<file path="src/pkg/rhd_pkg.sv">
// constants, field layout and timing for root hub descriptor a
package rhd_pkg;
    localparam int unsigned ADR_W         = 8;
    localparam int unsigned DAT_W         = 32;
    localparam int unsigned SEL_W         = 4;
    localparam int unsigned NUM_PORTS     = 3;

    // register byte offset and its word index
    localparam logic [7:0]  RHDA_OFFSET   = 8'h48;
    localparam logic [5:0]  RHDA_WORD     = RHDA_OFFSET[7:2];

    // field positions
    localparam int unsigned SETTLE_LSB    = 24;
    localparam int unsigned SETTLE_MSB    = 25;
    localparam int unsigned OC_DIS_BIT    = 12;
    localparam int unsigned OC_GRAN_BIT   = 11;
    localparam int unsigned COMPOUND_BIT  = 10;
    localparam int unsigned ALW_PWR_BIT   = 9;
    localparam int unsigned PORT_CNT_LSB  = 0;
    localparam int unsigned PORT_CNT_MSB  = 7;

    // byte lanes holding writable fields
    localparam int unsigned SETTLE_LANE   = 3;
    localparam int unsigned CTRL_LANE     = 1;

    // reset and fixed values
    localparam logic [31:0] RHDA_RESET    = 32'h01000003;
    localparam logic [1:0]  SETTLE_RESET  = 2'h1;
    localparam logic        OC_DIS_RESET  = 1'h0;
    localparam logic        OC_GRAN_RESET = 1'h0;
    localparam logic        ALW_PWR_RESET = 1'h0;
    localparam logic        COMPOUND_VAL  = 1'h0;
    localparam logic [7:0]  PORT_COUNT    = 8'h03;
    localparam logic [31:0] RD_IDLE       = 32'h00000000;

    // settle time is counted in units of 2 ms
    localparam int unsigned CLK_HZ        = 20_000_000;
    localparam int unsigned SETTLE_UNIT_MS = 2;
    localparam int unsigned UNIT_CYCLES   = CLK_HZ / 1000 * SETTLE_UNIT_MS;
    localparam int unsigned TICK_W        = 16;

    typedef enum logic [1:0] {
        TMR_IDLE,
        TMR_RUN,
        TMR_DONE
    } rhd_tmr_state_t;
endpackage : rhd_pkg

</file>
<file path="src/pkg/rhd_reg_if.sv">
// register access carrier between bus slave and register bank
`timescale 1ns/1ns
interface rhd_reg_if;
    logic        wrEn;
    logic [3:0]  wrSel;
    logic [31:0] wrData;
    logic [31:0] rdData;

    modport slave (
        output wrEn,
        output wrSel,
        output wrData,
        input  rdData
    );
    modport bank (
        input  wrEn,
        input  wrSel,
        input  wrData,
        output rdData
    );
endinterface : rhd_reg_if

</file>
<file path="src/rhd_wb_slave.sv">
// classic wishbone slave front end for the descriptor register
`timescale 1ns/1ns
module rhd_wb_slave (
    input  wire logic                     clk,
    input  wire logic                     rst_n,
    input  wire logic                     ce,
    input  wire logic                     wbCyc,
    input  wire logic                     wbStb,
    input  wire logic                     wbWe,
    input  wire logic [rhd_pkg::ADR_W-1:0] wbAdr,
    input  wire logic [rhd_pkg::SEL_W-1:0] wbSel,
    input  wire logic [rhd_pkg::DAT_W-1:0] wbDatIn,
    output logic      [rhd_pkg::DAT_W-1:0] wbDatOut,
    output logic                          wbAck,
    rhd_reg_if.slave                      regs
);
    logic                     ackQ;
    logic                     ackD;
    logic [rhd_pkg::DAT_W-1:0] datQ;
    logic [rhd_pkg::DAT_W-1:0] datD;
    logic                     hit;
    logic                     reqNew;

    ////////////////////////////////////////////////////////////////////////
    // decode; unmapped words still ack, reading zero, writes dropped
    always_comb begin
        hit    = 1'b0;
        if (wbAdr[7:2] == rhd_pkg::RHDA_WORD) begin
            hit = 1'b1;
        end
        reqNew = wbCyc & wbStb & ~ackQ;
        ackD   = reqNew;
        datD   = rhd_pkg::RD_IDLE;
        if (reqNew && !wbWe && hit) begin
            datD = regs.rdData;
        end
    end

    // write commits on the edge where the master sees ack
    assign regs.wrEn   = wbCyc & wbStb & wbWe & ackQ & hit & ce;
    assign regs.wrSel  = wbSel;
    assign regs.wrData = wbDatIn;

    always_ff @(posedge clk) begin
        if (!rst_n) begin
            ackQ <= 1'b0;
            datQ <= rhd_pkg::RD_IDLE;
        end else if (ce) begin
            ackQ <= ackD;
            datQ <= datD;
        end
    end

    assign wbAck    = ackQ;
    assign wbDatOut = datQ;
endmodule : rhd_wb_slave

</file>
<file path="src/rhd_settle_timer.sv">
// counts power settle time in whole 2 ms units
`timescale 1ns/1ns
module rhd_settle_timer #(
    parameter int unsigned UNIT_CYCLES = rhd_pkg::UNIT_CYCLES
) (
    input  wire logic       clk,
    input  wire logic       rst_n,
    input  wire logic       ce,
    input  wire logic       clear,
    input  wire logic       start,
    input  wire logic [1:0] units,
    output logic            done
);
    localparam logic [rhd_pkg::TICK_W-1:0] TICK_LAST =
        rhd_pkg::TICK_W'(UNIT_CYCLES - 1);

    rhd_pkg::rhd_tmr_state_t       stateQ;
    rhd_pkg::rhd_tmr_state_t       stateD;
    logic [rhd_pkg::TICK_W-1:0]    tickQ;
    logic [rhd_pkg::TICK_W-1:0]    tickD;
    logic [1:0]                    unitQ;
    logic [1:0]                    unitD;

    always_comb begin
        stateD = stateQ;
        tickD  = tickQ;
        unitD  = unitQ;
        case (stateQ)
            rhd_pkg::TMR_IDLE: begin
                if (start) begin
                    tickD  = '0;
                    unitD  = units;
                    // zero is illegal to program; treat as no wait
                    stateD = (units == 2'h0) ? rhd_pkg::TMR_DONE
                                             : rhd_pkg::TMR_RUN;
                end
            end
            rhd_pkg::TMR_RUN: begin
                if (tickQ == TICK_LAST) begin
                    tickD = '0;
                    unitD = unitQ - 2'h1;
                    if (unitQ == 2'h1) begin
                        stateD = rhd_pkg::TMR_DONE;
                    end
                end else begin
                    tickD = tickQ + 1'b1;
                end
            end
            rhd_pkg::TMR_DONE: begin
                stateD = rhd_pkg::TMR_DONE;
            end
            default: begin
                stateD = rhd_pkg::TMR_IDLE;
            end
        endcase
        if (clear) begin
            stateD = rhd_pkg::TMR_IDLE;
            tickD  = '0;
            unitD  = 2'h0;
        end
    end

    always_ff @(posedge clk) begin
        if (!rst_n) begin
            stateQ <= rhd_pkg::TMR_IDLE;
            tickQ  <= '0;
            unitQ  <= 2'h0;
        end else if (ce) begin
            stateQ <= stateD;
            tickQ  <= tickD;
            unitQ  <= unitD;
        end
    end

    assign done = (stateQ == rhd_pkg::TMR_DONE);
endmodule : rhd_settle_timer

</file>
<file path="src/rhd_root_hub_desc_a.sv">
// root hub descriptor a register bank with power and over-current use
//
// Our own choice: register access over Wishbone.
`timescale 1ns/1ns
module rhd_root_hub_desc_a #(
    parameter int unsigned UNIT_CYCLES = rhd_pkg::UNIT_CYCLES
) (
    input  wire logic                         clk,
    input  wire logic                         rst_n,
    input  wire logic                         ce,
    input  wire logic                         hcReset,
    input  wire logic                         wbCyc,
    input  wire logic                         wbStb,
    input  wire logic                         wbWe,
    input  wire logic [rhd_pkg::ADR_W-1:0]     wbAdr,
    input  wire logic [rhd_pkg::SEL_W-1:0]     wbSel,
    input  wire logic [rhd_pkg::DAT_W-1:0]     wbDatIn,
    output logic      [rhd_pkg::DAT_W-1:0]     wbDatOut,
    output logic                              wbAck,
    input  wire logic                         powerRequest,
    input  wire logic [rhd_pkg::NUM_PORTS-1:0] ocSense,
    output logic      [rhd_pkg::NUM_PORTS-1:0] portPowerOn,
    output logic                              portPowerGood,
    output logic                              ocGlobalReport,
    output logic      [rhd_pkg::NUM_PORTS-1:0] ocPortReport
);
    localparam int unsigned NP = rhd_pkg::NUM_PORTS;

    rhd_reg_if regBus ();

    ////////////////////////////////////////////////////////////////////////
    // bus front end
    rhd_wb_slave u_wb (
        .clk      (clk),
        .rst_n    (rst_n),
        .ce       (ce),
        .wbCyc    (wbCyc),
        .wbStb    (wbStb),
        .wbWe     (wbWe),
        .wbAdr    (wbAdr),
        .wbSel    (wbSel),
        .wbDatIn  (wbDatIn),
        .wbDatOut (wbDatOut),
        .wbAck    (wbAck),
        .regs     (regBus.slave)
    );

    ////////////////////////////////////////////////////////////////////////
    // descriptor fields
    logic [1:0] settleQ;
    logic [1:0] settleD;
    logic       ocDisQ;
    logic       ocDisD;
    logic       ocGranQ;
    logic       ocGranD;
    logic       alwPwrQ;
    logic       alwPwrD;

    always_comb begin
        settleD = settleQ;
        ocDisD  = ocDisQ;
        ocGranD = ocGranQ;
        alwPwrD = alwPwrQ;
        if (regBus.wrEn) begin
            if (regBus.wrSel[rhd_pkg::SETTLE_LANE]) begin
                // upper settle bits have no storage
                settleD = regBus.wrData[rhd_pkg::SETTLE_MSB:
                                        rhd_pkg::SETTLE_LSB];
            end
            if (regBus.wrSel[rhd_pkg::CTRL_LANE]) begin
                ocDisD  = regBus.wrData[rhd_pkg::OC_DIS_BIT];
                ocGranD = regBus.wrData[rhd_pkg::OC_GRAN_BIT];
                alwPwrD = regBus.wrData[rhd_pkg::ALW_PWR_BIT];
            end
        end
    end

    // hcReset deliberately absent: only power-on reset clears fields
    always_ff @(posedge clk) begin
        if (!rst_n) begin
            settleQ <= rhd_pkg::SETTLE_RESET;
            ocDisQ  <= rhd_pkg::OC_DIS_RESET;
            ocGranQ <= rhd_pkg::OC_GRAN_RESET;
            alwPwrQ <= rhd_pkg::ALW_PWR_RESET;
        end else if (ce) begin
            settleQ <= settleD;
            ocDisQ  <= ocDisD;
            ocGranQ <= ocGranD;
            alwPwrQ <= alwPwrD;
        end
    end

    // read image; reserved bits and unstored settle bits read zero
    always_comb begin
        regBus.rdData = rhd_pkg::RD_IDLE;
        regBus.rdData[rhd_pkg::SETTLE_MSB:rhd_pkg::SETTLE_LSB] = settleQ;
        regBus.rdData[rhd_pkg::OC_DIS_BIT]   = ocDisQ;
        regBus.rdData[rhd_pkg::OC_GRAN_BIT]  = ocGranQ;
        regBus.rdData[rhd_pkg::COMPOUND_BIT] = rhd_pkg::COMPOUND_VAL;
        regBus.rdData[rhd_pkg::ALW_PWR_BIT]  = alwPwrQ;
        regBus.rdData[rhd_pkg::PORT_CNT_MSB:rhd_pkg::PORT_CNT_LSB] =
            rhd_pkg::PORT_COUNT;
    end

    ////////////////////////////////////////////////////////////////////////
    // port power switching and settle tracking
    logic [NP-1:0] pwrQ;
    logic [NP-1:0] pwrD;
    logic          goodQ;
    logic          goodD;
    logic          pwrWantD;
    logic          pwrWasQ;
    logic          tmrStart;
    logic          tmrClear;
    logic          tmrDone;

    always_comb begin
        // always-powered ports ignore the request and controller reset
        pwrWantD = alwPwrQ | (powerRequest & ~hcReset);
        pwrD     = {NP{pwrWantD}};
        tmrStart = pwrWantD & ~pwrWasQ;
        tmrClear = ~pwrWantD;
        // good only once the programmed settle time has passed
        goodD    = tmrDone & pwrWantD & pwrWasQ;
    end

    rhd_settle_timer #(
        .UNIT_CYCLES (UNIT_CYCLES)
    ) u_tmr (
        .clk   (clk),
        .rst_n (rst_n),
        .ce    (ce),
        .clear (tmrClear),
        .start (tmrStart),
        .units (settleQ),
        .done  (tmrDone)
    );

    always_ff @(posedge clk) begin
        if (!rst_n) begin
            pwrQ    <= '0;
            pwrWasQ <= 1'b0;
            goodQ   <= 1'b0;
        end else if (ce) begin
            pwrQ    <= pwrD;
            pwrWasQ <= pwrWantD;
            goodQ   <= goodD;
        end
    end

    ////////////////////////////////////////////////////////////////////////
    // over-current reporting
    logic [NP-1:0] ocPortQ;
    logic [NP-1:0] ocPortD;
    logic          ocAllQ;
    logic          ocAllD;

    always_comb begin
        ocPortD = '0;
        ocAllD  = 1'b0;
        if (!ocDisQ) begin
            if (ocGranQ) begin
                ocPortD = ocSense;
            end else begin
                ocAllD = |ocSense;
            end
        end
    end

    always_ff @(posedge clk) begin
        if (!rst_n) begin
            ocPortQ <= '0;
            ocAllQ  <= 1'b0;
        end else if (ce) begin
            ocPortQ <= ocPortD;
            ocAllQ  <= ocAllD;
        end
    end

    assign portPowerOn    = pwrQ;
    assign portPowerGood  = goodQ;
    assign ocGlobalReport = ocAllQ;
    assign ocPortReport   = ocPortQ;
endmodule : rhd_root_hub_desc_a

</file>
<file path="config.mk">
export PLATFORM = sky130hd
export DESIGN_NAME = rhd_root_hub_desc_a
export DESIGN_NICKNAME = d
export VERILOG_FILES = /design/src/pkg/rhd_pkg.sv /design/src/pkg/rhd_reg_if.sv /design/src/rhd_wb_slave.sv /design/src/rhd_settle_timer.sv /design/src/rhd_root_hub_desc_a.sv
export SDC_FILE = /design/constraint.sdc
export NUM_CORES = 1
export LEC_CHECK = 0
export ABC_AREA = 0
export ABC_CLOCK_PERIOD_IN_PS = 3350
export BUFFER_PORTS_ARGS = -buffer_cell sky130_fd_sc_hd__buf_2
export CELL_PAD_IN_SITES_DETAIL_PLACEMENT = 0
export CELL_PAD_IN_SITES_GLOBAL_PLACEMENT = 1
export CORE_MARGIN = 4
export CORE_UTILIZATION = 37
export CTS_BUF_LIST = sky130_fd_sc_hd__clkbuf_4 sky130_fd_sc_hd__clkbuf_8
export CTS_CLUSTER_DIAMETER = 120
export DETAILED_ROUTE_END_ITERATION = 16
export PLACE_DENSITY_LB_ADDON = 0.15
export SYNTH_ARGS = -nofsm -noshare
export SYNTH_HDL_FRONTEND = slang
export SYNTH_SLANG_ARGS = --single-unit
</file>
<file path="constraint.sdc">
create_clock -name clk -period 3.35 [get_ports clk]
set_input_delay 0.1675 -clock clk [delete_from_list [all_inputs] [get_ports clk]]
set_output_delay 0.1675 -clock clk [all_outputs]
set_load 0.05 [all_outputs]
</file>
-- Yosys cells after proc, flatten, opt, wreduce, memory -nomap -nowiden
Cells that the tools add are included.
- latch bits: 0
- memory bits (writable): 0
- output and inout port bits: 41
- word-level logic and storage cells: 70
- bits in read-only memories: 0
- bits of input ports: 55
- memories: 0
- flip-flop bits (word level): 65
- eq/ne operators: 9
- bitwise logic cells: 14
- multipliers: 0
- reduce and logical (&&, ||, !) cells: 11
- add/subtract/negate cells: 2
- divide/modulo/power cells: 0
- mux-type cells: 20
- shift operators: 0
- $lt $le $gt $ge: 0
- operator list (cell ; number):
    16-bit two-way mux ; 3
    16-bit one-hot mux with 2 select lines ; 1
    26-bit two-way mux ; 1
    16-bit by 1-bit adder with 16-bit output, second input constant ; 1
    16-bit == test, second input constant ; 1
    2-bit two-way mux ; 8
    1-bit AND ; 10
    3-bit AND reduction ; 3
    4-bit AND reduction ; 2
    6-bit by 5-bit == test with 1-bit output, second input constant ; 1
    3-bit two-way mux ; 2
    3-bit by 2-bit != test with 1-bit output, second input constant ; 2
    2-bit one-hot mux with 3 select lines ; 1
    2-bit by 1-bit == test with 1-bit output, second input constant ; 2
    2-bit zero test ; 2
    2-bit one-hot mux with 2 select lines ; 1
    1-bit two-way mux ; 3
    3-bit by 1-bit != test with 1-bit output, second input constant ; 1
    3-bit != test, second input constant ; 1
    1-bit NOT ; 3
    3-bit OR reduction ; 1
    2-bit == test, second input constant ; 1
    1-bit logical AND ; 2
    2-bit by 1-bit subtractor with 2-bit output, second input constant ; 1
    2 further kinds ; 2

-- Logic depth before layout (Yosys ltp)
Gate-level depths: netlist of the first run.
- depth after elaboration: 7
- depth in mapped cells: 8
- depth with buffers taken out: 7

-- Hierarchy
A second synthesis of the first run with hierarchy kept.
- cells, all modules: 305
- area, all modules: 2971.6 um^2
- modules (own cells, without submodules) (module ; instances ; cells an instance ; area an instance (um^2) ; seq. area each (um^2)):
    rhd_wb_slave ; 1 ; 119 ; 1367.6 ; 660.6
    rhd_settle_timer ; 1 ; 129 ; 1084.8 ; 400.4
    rhd_root_hub_desc_a ; 1 ; 57 ; 519.2 ; 220.2

-- Least setup slack after synthesis of the first run
No wires, ideal clock.
- path kind: register to register
- from: register u_tmr.stateQ[0]
- to: register u_tmr.tickQ[3] (netlist name)
- data arrival time: 1868 ps
- required time: 3226 ps
- library setup time: 124 ps
- path buffers: 1
- slack: 1358 ps
- clock period less this slack: 1992 ps
- stages on the path, launching flop included: 9
- cell sequence: dfxtp_1 -> inv_1 -> ha_1 -> and2_1 -> o22ai_1 -> a21boi_0 -> clkbuf_1 -> o21ai_0 -> o31ai_1
- word-level cells in the longest chain between the ends: 3
- elaborated cells on any way between the ends: 7
- those cells by class: eq/ne (3); mux (2); reduce/logical (2)
- ends and longest elaborated chain (item ; RTL line ; RTL):
    from (decl) ; rhd_settle_timer.sv:17 ; rhd_pkg::rhd_tmr_state_t stateQ;
    from (signal assigned) ; rhd_settle_timer.sv:65 ; stateQ <= rhd_pkg::TMR_IDLE;
    from (signal assigned) ; rhd_settle_timer.sv:69 ; stateQ <= stateD;
    2-bit by 1-bit == test with 1-bit output or 2-bit zero test (tied branches) ; rhd_settle_timer.sv:28 ; case (stateQ)
    3-bit by 1-bit != test with 1-bit output (no line) (tied with other cells) ; - ;
    3-bit AND reduction (no line) or 16-bit two-way mux (tied branches) ; - ;
    to (signal assigned) ; rhd_settle_timer.sv:70 ; tickQ <= tickD;
    to (decl) ; rhd_settle_timer.sv:19 ; logic [rhd_pkg::TICK_W-1:0] tickQ;
Parallel ways exist; a longest one is shown, timed or not.
A chain may end at the register's enable or synchronous reset.

-- Worst setup path after layout of the first run
- from: register u_tmr.stateQ[0]
- to: register u_tmr.unitQ[0]
- word-level cells in the longest chain between the ends: 3
- elaborated cells on any way between the ends: 8
- those cells by class: eq/ne (4); mux (2); reduce/logical (2)
- ends and longest elaborated chain (item ; RTL line ; RTL):
    2-bit by 1-bit == test with 1-bit output or 2-bit zero test (tied branches) ; rhd_settle_timer.sv:28 ;
    3-bit by 1-bit != test with 1-bit output (no line) (tied with other cells) ; - ;
    4-bit AND reduction (no line) or 2-bit two-way mux (tied branches) ; - ;
    to (signal assigned) ; rhd_settle_timer.sv:71 ; unitQ <= unitD;
    to (decl) ; rhd_settle_timer.sv:21 ; logic [1:0] unitQ;
Parallel ways exist; a longest one is shown, timed or not.

==> results of run 1 <==
==> stage by stage <==
step | utilization | hold slack, ns | worst slack (ns) | cell area [um2]
floorplan | - | 0.307 | 1.36 | 2290
global placement | 0.412 | 0.429 | 0.813 | 2320
detailed placement | 0.412 | 0.430 | 0.883 | 2320
CTS | 0.432 | 0.101 | 0.880 | 2440
global route | 0.432 | 0.122 | 0.662 | 2440
finish | 0.432 | 0.106 | 0.909 | 2440
==> sequential cells by signal (all words and copies together) (netlist names), 2 cells and up <==
signal         cells
ocPortReport       3
settleQ            2
u_tmr.unitQ        2
u_wb.wbDatOut      6
u_tmr.stateQ       2
u_tmr.tickQ       16
==> cells in the mapped netlist (all sizes together), types with 7 or more instances <==
| master | instances | area share |
|---|---|---|
| a21oi | 11 | 0.025 |
| buf | 30 | 0.10 |
| clkbuf | 7 | 0.012 |
| dfxtp | 38 | 0.35 |
| inv | 7 | 0.012 |
| nand2 | 22 | 0.041 |
| nand3 | 22 | 0.052 |
| nand4 | 8 | 0.023 |
| nor2 | 14 | 0.024 |
| nor2b | 18 | 0.051 |
| nor3 | 8 | 0.018 |
| o21ai | 15 | 0.034 |
| or3 | 7 | 0.020 |
==> final timing paths <==
kind              slack [ns]       startpoint        endpoint
setup / recovery        0.91  u_tmr.stateQ[0]  u_tmr.unitQ[0]
hold / removal          0.11      wbDatIn[12]          ocDisQ
setup reg to reg        0.91  u_tmr.stateQ[0]  u_tmr.unitQ[0]
hold reg to reg         0.46   u_tmr.unitQ[1]  u_tmr.unitQ[1]
==> cell usage in the layout (no fill, tap or decap), drive strengths merged, types with 4 or more instances in the layout <==
master	n
buf	40
dfxtp	38
conb	25
nand3	22
nand2	22
nor2b	18
o21ai	15
nor2	14
a21oi	11
nand4	8
nor3	8
inv	7
or3	7
mux2i	6
ha	6
nand2b	5
clkbuf	5
a21boi	5
and2	4
==> tightest hold or removal path, cell delays in order <==
cell     delay, ns
buf_2         0.09
nand2_1       0.04
o21ai_0       0.06
==> cell type report <==
class | count | share of cell area
inverter | 7 | 0.0108
clock buffer | 5 | 0.0282
timing repair buffer | 40 | 0.0832
multi-input combinational | 207 | 0.510
tap | 72 | 0.0370
clock inverter | 3 | 0.0185
sequential | 38 | 0.312
==> kinds of logic after synthesis <==
logic type                 after synthesis
muxes                                    7
buffers and inverters                   44
xor gates and xnor gates                 3
adders and majority gates                6
other                                    1
AOI/OAI and AO/OA                       43
DFF                                     38
and+or+nand+nor                        123
==> layer usage <==
layer	share of wire	up-vias
li1	-	936
met1	0.50	796
met2	0.42	57
met3	0.065	5
met4	0.015	0
met5	0	-
==> where the power goes <==
group | internal (uW) | switching [uW] | leakage [uW]
Combinational | 28.4 | 107 | 0.000607
Sequential | 455 | 2.89 | 0.000307
Clock | 222 | 178 | 0.0000504
Total | 704 | 287 | 0.000964
==> results_dict.tcl, run 1 <==
set metrics [dict create \
    grt_pass1_vias 1624 \
    clock_latency_ns 0.30 \
    nFillCells 570 \
    post_cts_resized 0 \
    met1_usage 0.180 \
    busiest_layer "met2" \
    finalSetupViolCount 0 \
    cts_hold_buf 0 \
    post-route-drc-count 0 \
    synth_edf_count 0 \
    fin_cells 372 \
    io_buffers 39 \
    dp_cells 364 \
    slew_viol_final 0 \
    synthArstFlopShare 0 \
    yosysUniqueCellTypes 48 \
    muxShareOfSynthArea 0.0325 \
    h-tree-depth 2 \
    cp_slowest_stage_delay_ns 0.46 \
    numCtsBuffers 5 \
    wl_um 4700 \
    worstRegToRegCells 7 \
    met3_usage 0.0408 \
    final_hold_viol_count 0 \
    whs_path_depth 3 \
    area_growth_pct 11.0 \
    p_total_uw 992 \
    grt_start_max_net_pins 31 \
    antenna_found_initial 0 \
    hold_path_class "primary input to flip-flop" \
    start_util 0.389 \
    firstDrtPassIters 4 \
    cp_slowest_cell "o22ai_1" \
    finalSetupTns_ns 0 \
    ys.flop_type "dfxtp_1" \
    io_pins 96 \
    synth-adder-area-share 0.0342 \
    multiInputGateArea_um2 1240 \
    min_period_ns 2.44 \
    nNetsFinal 360 \
    die_x_um 85.0 \
    critPathLaunchType "flip-flop" \
    clockRootBuffer "clkbuf_8" \
    grt_use_met2 0.194 \
    grt_pass1_wl_um 7740 \
    wl_per_cell_um 12.6 \
    cp_num_buf_inv 1 \
    synth_compound_area_frac 0.133 \
    vias 1794 \
    cts_setup_buffers 0 \
    critPathMaxFanout 14 \
    cts_tree "done" \
    power_density_nw_per_um2 407 \
    path_delay_family "compound AO/OA/AOI/OAI gates" \
    ys_warn_count 0 \
    regArea_um2 761 \
    grt-ovfl-total 0 \
    maxCapViolations 0 \
    die_area_um2 7230 \
    synth.yosys.seq_area_share 0.346 \
    max_freq_mhz 410 \
    synth_xor_area_frac 0.0120 \
    initialDrtViolationCount 71 \
    syn_avg_cell_area_um2 8.29 \
    die_h_um 85.0 \
    cp.required_ns 3.51 \
    numClockSinks 38 \
    cp_cell_sequence "inv_1 -> ha_1 -> and2_1 -> o22ai_1 -> a21boi_1 -> o31ai_1 -> o41ai_2" \
    path_class "flip-flop to flip-flop" \
    via_per_inst 4.82 \
    ys_ff_latch 38 \
    finalCritPeriodShare 0.729 \
    core_um2 5640 \
    ir_worst_vdd_mv 0.222 \
    postRouteAntennaNets 0 \
    core.rowCount 27 \
    cp.arrival_ns 2.61 \
    max-slew-margin-rel 0.303 \
    netlist_instances 265 \
    hpwl_um 3450 \
    diodes 0 \
    path_depth 7 \
    worstMarginPinSlew_ns 1.04 \
    synthSimpleGateAreaFrac 0.312 \
    rsz0062_at_grt "false" \
    skew_ns 0.00964 \
    grtUsageTotal 0.131 \
    power.leakage_uw 0.000964 \
    end_kind "flip-flop" \
    path_clk_slew_ns 0.09 \
    synth_top_family_by_area "simple AND/OR/NAND/NOR gates" \
    clk_path_buf_depth 2 \
    gp_congestion 0.713 \
    status "completed" \
    drive_above_1_share 0.200 \
    syn_area_um2 2200 \
]
Note: power is estimated with default switching activity, not from simulation.
==> run 2: changes to the inputs <==
- ABC_CLOCK_PERIOD_IN_PS: 3350 -> 2200
- CORE_UTILIZATION: 37 -> 31
- clock period: 3.35 -> 2.2 ns (I/O delays scaled with it)
==> run 2 against run 1 <==
Combinational power rose by 64%. Design area rose by 8.1%. Die area rose by 17%. Final cell count rose by 12%. Maximum frequency rose by 20%. Routed wire length rose by 11%. Global-route usage fell by 0.44 points. Critical endpoint is now u_tmr.tickQ[5]. Critical path depth did not move. Register-to-register slack got worse by 0.75 ns. First-iteration DRC count rose by 9.9%. Clock skew rose by 0.0020 ns.
==> results_dict.tcl, run 2 (synthesis results as in run 1) <==
set metrics [dict create \
    largest_register_ffs 16 \
    grt-ovfl-total 0 \
    die_x_um 92.2 \
    max_freq_mhz 491 \
    r2r-start "u_tmr.stateQ[0]" \
    start_util 0.321 \
    core.rowCount 30 \
    fin_cells 415 \
    finalSetupTns_ns 0 \
    regMostFlops "u_tmr.tickQ" \
    h-tree-depth 2 \
    numClockSinks 38 \
    numCtsBuffers 5 \
    cp.arrival_ns 2.26 \
    cp.required_ns 2.42 \
    initialDrtViolationCount 78 \
    skew_ns 0.0117 \
    critPathLaunchType "flip-flop" \
    rsz0062_at_grt "false" \
    hold_path_class "primary input to flip-flop" \
    post-route-drc-count 0 \
    firstDrtPassIters 4 \
    finalSetupViolCount 0 \
    vias 1893 \
    power_density_nw_per_um2 626 \
    nNetsFinal 379 \
    cts_tree "done" \
    cts_setup_buffers 0 \
    wl_um 5220 \
    clockRootBuffer "clkbuf_8" \
    path_class "flip-flop to flip-flop" \
    diodes 0 \
    gp_congestion 0.750 \
    dp_cells 407 \
    max-slew-margin-rel 0.600 \
    place_ws_ns 0.159 \
    core_um2 6830 \
    grt_pass1_vias 1853 \
    path_depth 7 \
    cp_num_buf_inv 1 \
    postRouteAntennaNets 0 \
    cp_cell_sequence "inv_1 -> ha_1 -> and2_1 -> nor2b_1 -> or3b_2 -> or3_1 -> o21ai_0" \
    slew_viol_final 0 \
    reg2reg_to "u_tmr.tickQ[5]" \
    hpwl_um 3870 \
    status "completed" \
    drive_above_1_share 0.248 \
    cp_slowest_stage_delay_ns 0.52 \
    io_buffers 39 \
    area_growth_pct 19.9 \
    path_delay_family "simple AND/OR/NAND/NOR gates" \
    maxCapViolations 0 \
    critPathMaxFanout 5 \
    post_cts_resized 0 \
    worst_slack_ns 0.164 \
    via_per_inst 4.56 \
    cts_hold_buf 0 \
    worstMarginPinSlew_ns 0.596 \
    whs_path_depth 3 \
    power.leakage_uw 0.00108 \
    cp_slowest_cell "or3b_2" \
    die_area_um2 8490 \
    finalCritPeriodShare 0.926 \
    nFillCells 737 \
    io_pins 96 \
    end_kind "flip-flop" \
    grtUsageTotal 0.127 \
    antenna_found_initial 0 \
    clk_path_buf_depth 2 \
    grt_start_max_net_pins 30 \
    mostFrequentLayoutCells "39 x buf_2, 38 x dfxtp_1, 25 x conb_1, 21 x nand3_1, 21 x nand2_1" \
    wl_per_cell_um 12.6 \
    grt_pass1_wl_um 8690 \
    ir_worst_vdd_mv 0.262 \
    ff2ff_setup_slack_ns 0.16 \
    worst_hold_startpoint "wbDatIn[12]" \
    min_period_ns 2.04 \
    worstHoldEndpoint "ocDisQ" \
    worstRegToRegCells 7 \
    clock_latency_ns 0.30 \
    die_h_um 92.2 \
    final_hold_viol_count 0 \
    path_clk_slew_ns 0.09 \
    final_common_cell "buf_2" \
    hold_slack_ns 0.0490 \
]
==> run 2: cell count changes in the layout (fill, tap and decap cells not counted), sizes merged <==
cell	delta
buf	+19
bufinv	+1
clkinv	+1
clkinvlp	-2
==> run 2: worst max-delay path by stage <==
stage | start | end | slack [ns]
finish | u_tmr.stateQ[0] | u_tmr.tickQ[5] | 0.16
CTS | u_tmr.stateQ[0] | u_tmr.tickQ[5] | 0.13
global placement | u_tmr.stateQ[0] | u_tmr.tickQ[5] | 0.19
global route | u_tmr.stateQ[0] | u_tmr.tickQ[7] | 0.02
floorplan | u_tmr.stateQ[0] | u_tmr.tickQ[3] | 0.21
detailed placement | u_tmr.stateQ[0] | u_tmr.tickQ[5] | 0.16
==> run 2: routing by layer <==
layer / vias up / wire length (um) / global-route usage
li1: 981 / - / -
met1: 847 / 2600 / 0.169
met2: 56 / 2260 / 0.193
met3: 9 / 267 / 0.0394
met4: 0 / 87 / 0.0433
met5: - / 0 / 0
==> run 2: cell type report <==
class / instances / area (um2) / area share
Multi-Input combinational cell: 207 / 1240 / 0.472
Tap cell: 96 / 120 / 0.0456
Inverter: 7 / 26.3 / 0.00998
Timing Repair Buffer: 59 / 345 / 0.131
Clock buffer: 5 / 68.8 / 0.0261
Clock inverter: 3 / 68.8 / 0.0261
Sequential cell: 38 / 761 / 0.289
==> run 2: where the power goes <==
part | total (uW) | internal, uW | switching (uW)
Combinational | 221 | 54.0 | 167
Clock | 733 | 455 | 278
Sequential | 697 | 692 | 4.48
==> run 2: stage by stage <==
step	instance area (um2)	utilization	power, uW
after floorplan	2290	-	917
after global placement	2500	0.365	934
after detailed placement	2500	0.365	933
after CTS	2630	0.386	1670
after global routing	2630	0.386	1720
final	2630	0.386	1650
==> run 2: worst min-delay path, delay by kind of cell <==
family          cells  cell delay (ns)
compound gates      1             0.06
buf+inv             1             0.10
simple gates        1             0.04
==> run 3: changes to the inputs <==
- RECOVER_POWER: default -> 100
==> run 3 against run 2 <==
Clock skew down 0.0016 ns. Flip-flop and latch count stayed put. Utilization is 0.84 points lower. Worst setup slack worse by 0.029 ns. Critical path type unchanged.
==> results_dict.tcl, run 3 (synthesis results as in run 1) <==
set metrics [dict create \
    worstHoldEndpoint "ocDisQ" \
    io_pins 96 \
    routed-wl-met2_um 2260 \
    dp_cells 407 \
    worstRegToRegCells 5 \
    core.rowCount 30 \
    wl_um 5220 \
    vias 1895 \
    skew_ns 0.0101 \
    clockRootBuffer "clkbuf_8" \
    largest_register_ffs 16 \
    cts_tree "done" \
    p_seq_frac 0.424 \
    p_int_uw 1200 \
    finalCritPeriodShare 0.939 \
    die_area_um2 8490 \
    critPathLaunchType "flip-flop" \
    clk_path_buf_depth 2 \
    end_kind "flip-flop" \
    regMostFlops "u_tmr.tickQ" \
    core_um2 6830 \
    fin_cells 415 \
    nNetsFinal 379 \
    grt_pass1_wl_um 8690 \
    post_cts_resized 0 \
    swShare 0.271 \
    postRouteAntennaNets 0 \
    gp_congestion 0.750 \
    area_growth_pct 17.3 \
    cp.required_ns 2.38 \
    status "completed" \
    hpwl_um 3870 \
    final_common_cell "dfxtp_1" \
    p_total_uw 1640 \
    switchingPower_uw 445 \
    grt_pass1_vias 1853 \
    wl_met1_um 2620 \
    maxCapViolations 0 \
    ff2ff_setup_slack_ns 0.13 \
    r2r-start "u_tmr.tickQ[6]" \
    grtUsageTotal 0.127 \
    wl_per_cell_um 12.6 \
    rsz0062_at_grt "false" \
    die_x_um 92.2 \
    finalSetupTns_ns 0 \
    firstDrtPassIters 6 \
    min_period_ns 2.07 \
    io_buffers 39 \
    cts_setup_buffers 0 \
    drive_above_1_share 0.179 \
    hold_slack_ns 0.0523 \
    hold_path_class "primary input to flip-flop" \
    ir_worst_vdd_mv 0.260 \
    post-route-drc-count 0 \
    worst_hold_startpoint "wbDatIn[12]" \
    critPathMaxFanout 4 \
    cts_hold_buf 0 \
    clock_latency_ns 0.30 \
    pwr-share-clk 0.444 \
    whs_path_depth 3 \
    grt-ovfl-total 0 \
    highest_layer "met4" \
    power.leakage_uw 0.000984 \
    path_class "flip-flop to flip-flop" \
    mostFrequentLayoutCells "38 x dfxtp_1, 25 x conb_1, 23 x buf_2, 21 x nand3_1, 21 x nand2_1" \
    path_clk_slew_ns 0.09 \
    max-slew-margin-rel 0.600 \
    numClockSinks 38 \
    pwr-share-comb 0.131 \
    max_freq_mhz 484 \
    diodes 0 \
    initialDrtViolationCount 74 \
    reg2reg_to "u_tmr.unitQ[0]" \
    antenna_found_initial 0 \
    numCtsBuffers 5 \
    finalSetupViolCount 0 \
    die_h_um 92.2 \
    wl_met3_um 253 \
    final_core_util 0.377 \
    power_density_nw_per_um2 637 \
    via_per_inst 4.57 \
    h-tree-depth 2 \
    worstMarginPinSlew_ns 0.603 \
    slew_viol_final 0 \
    final_hold_viol_count 0 \
    grt_start_max_net_pins 30 \
    cp.arrival_ns 2.25 \
    start_util 0.321 \
]
run 3: layout make-up:
type	count	area, um2
clock inverters	3	68.8
fillers	753	4260
multi-input cells	207	1220
clock buffers	5	68.8
well taps	96	120
repair buffers	59	314
flip-flops and latches	38	761
inverters	7	26.3
run 3: power groups by stage:
stage / Sequential (uW) / Combinational (uW) / Clock, uW
floorplan: 720 / 198 / 0
global placement: 713 / 221 / 0
detailed placement: 713 / 220 / 0
CTS: 697 / 220 / 752
global route: 698 / 231 / 782
finish: 697 / 216 / 729
run 3: worst max-delay path by stage:
stage | startpoint | endpoint | slack (ns)
final | u_tmr.tickQ[6] | u_tmr.unitQ[0] | 0.13
after global placement | u_tmr.stateQ[0] | u_tmr.tickQ[5] | 0.19
after floorplan | u_tmr.stateQ[0] | u_tmr.tickQ[3] | 0.21
after detailed placement | u_tmr.stateQ[0] | u_tmr.tickQ[5] | 0.16
after CTS | u_tmr.stateQ[0] | u_tmr.tickQ[5] | 0.13
after global routing | u_tmr.stateQ[0] | u_tmr.tickQ[7] | 0.02
run 3: through the flow:
| step | setup slack [ns] | area [um2] |
|---|---|---|
| global placement | 0.190 | 2500 |
| CTS | 0.132 | 2630 |
| floorplan | 0.208 | 2290 |
| detailed placement | 0.159 | 2500 |
| global route | 0.0244 | 2580 |
| finish | 0.135 | 2580 |
run 3: critical path: stages, from the launching register on:
cell     delay [ns]
dfxtp_1        0.32
or4_1          0.53
o41ai_2        0.42
or2b_1         0.28
nand2_4        0.08
o41ai_1        0.32
run 3: layer usage:
layer  GRT usage  vias up
met2       0.193       50
met3      0.0394       12
li1            -      982
met4      0.0433        0
met5           0        -
met1       0.169      851
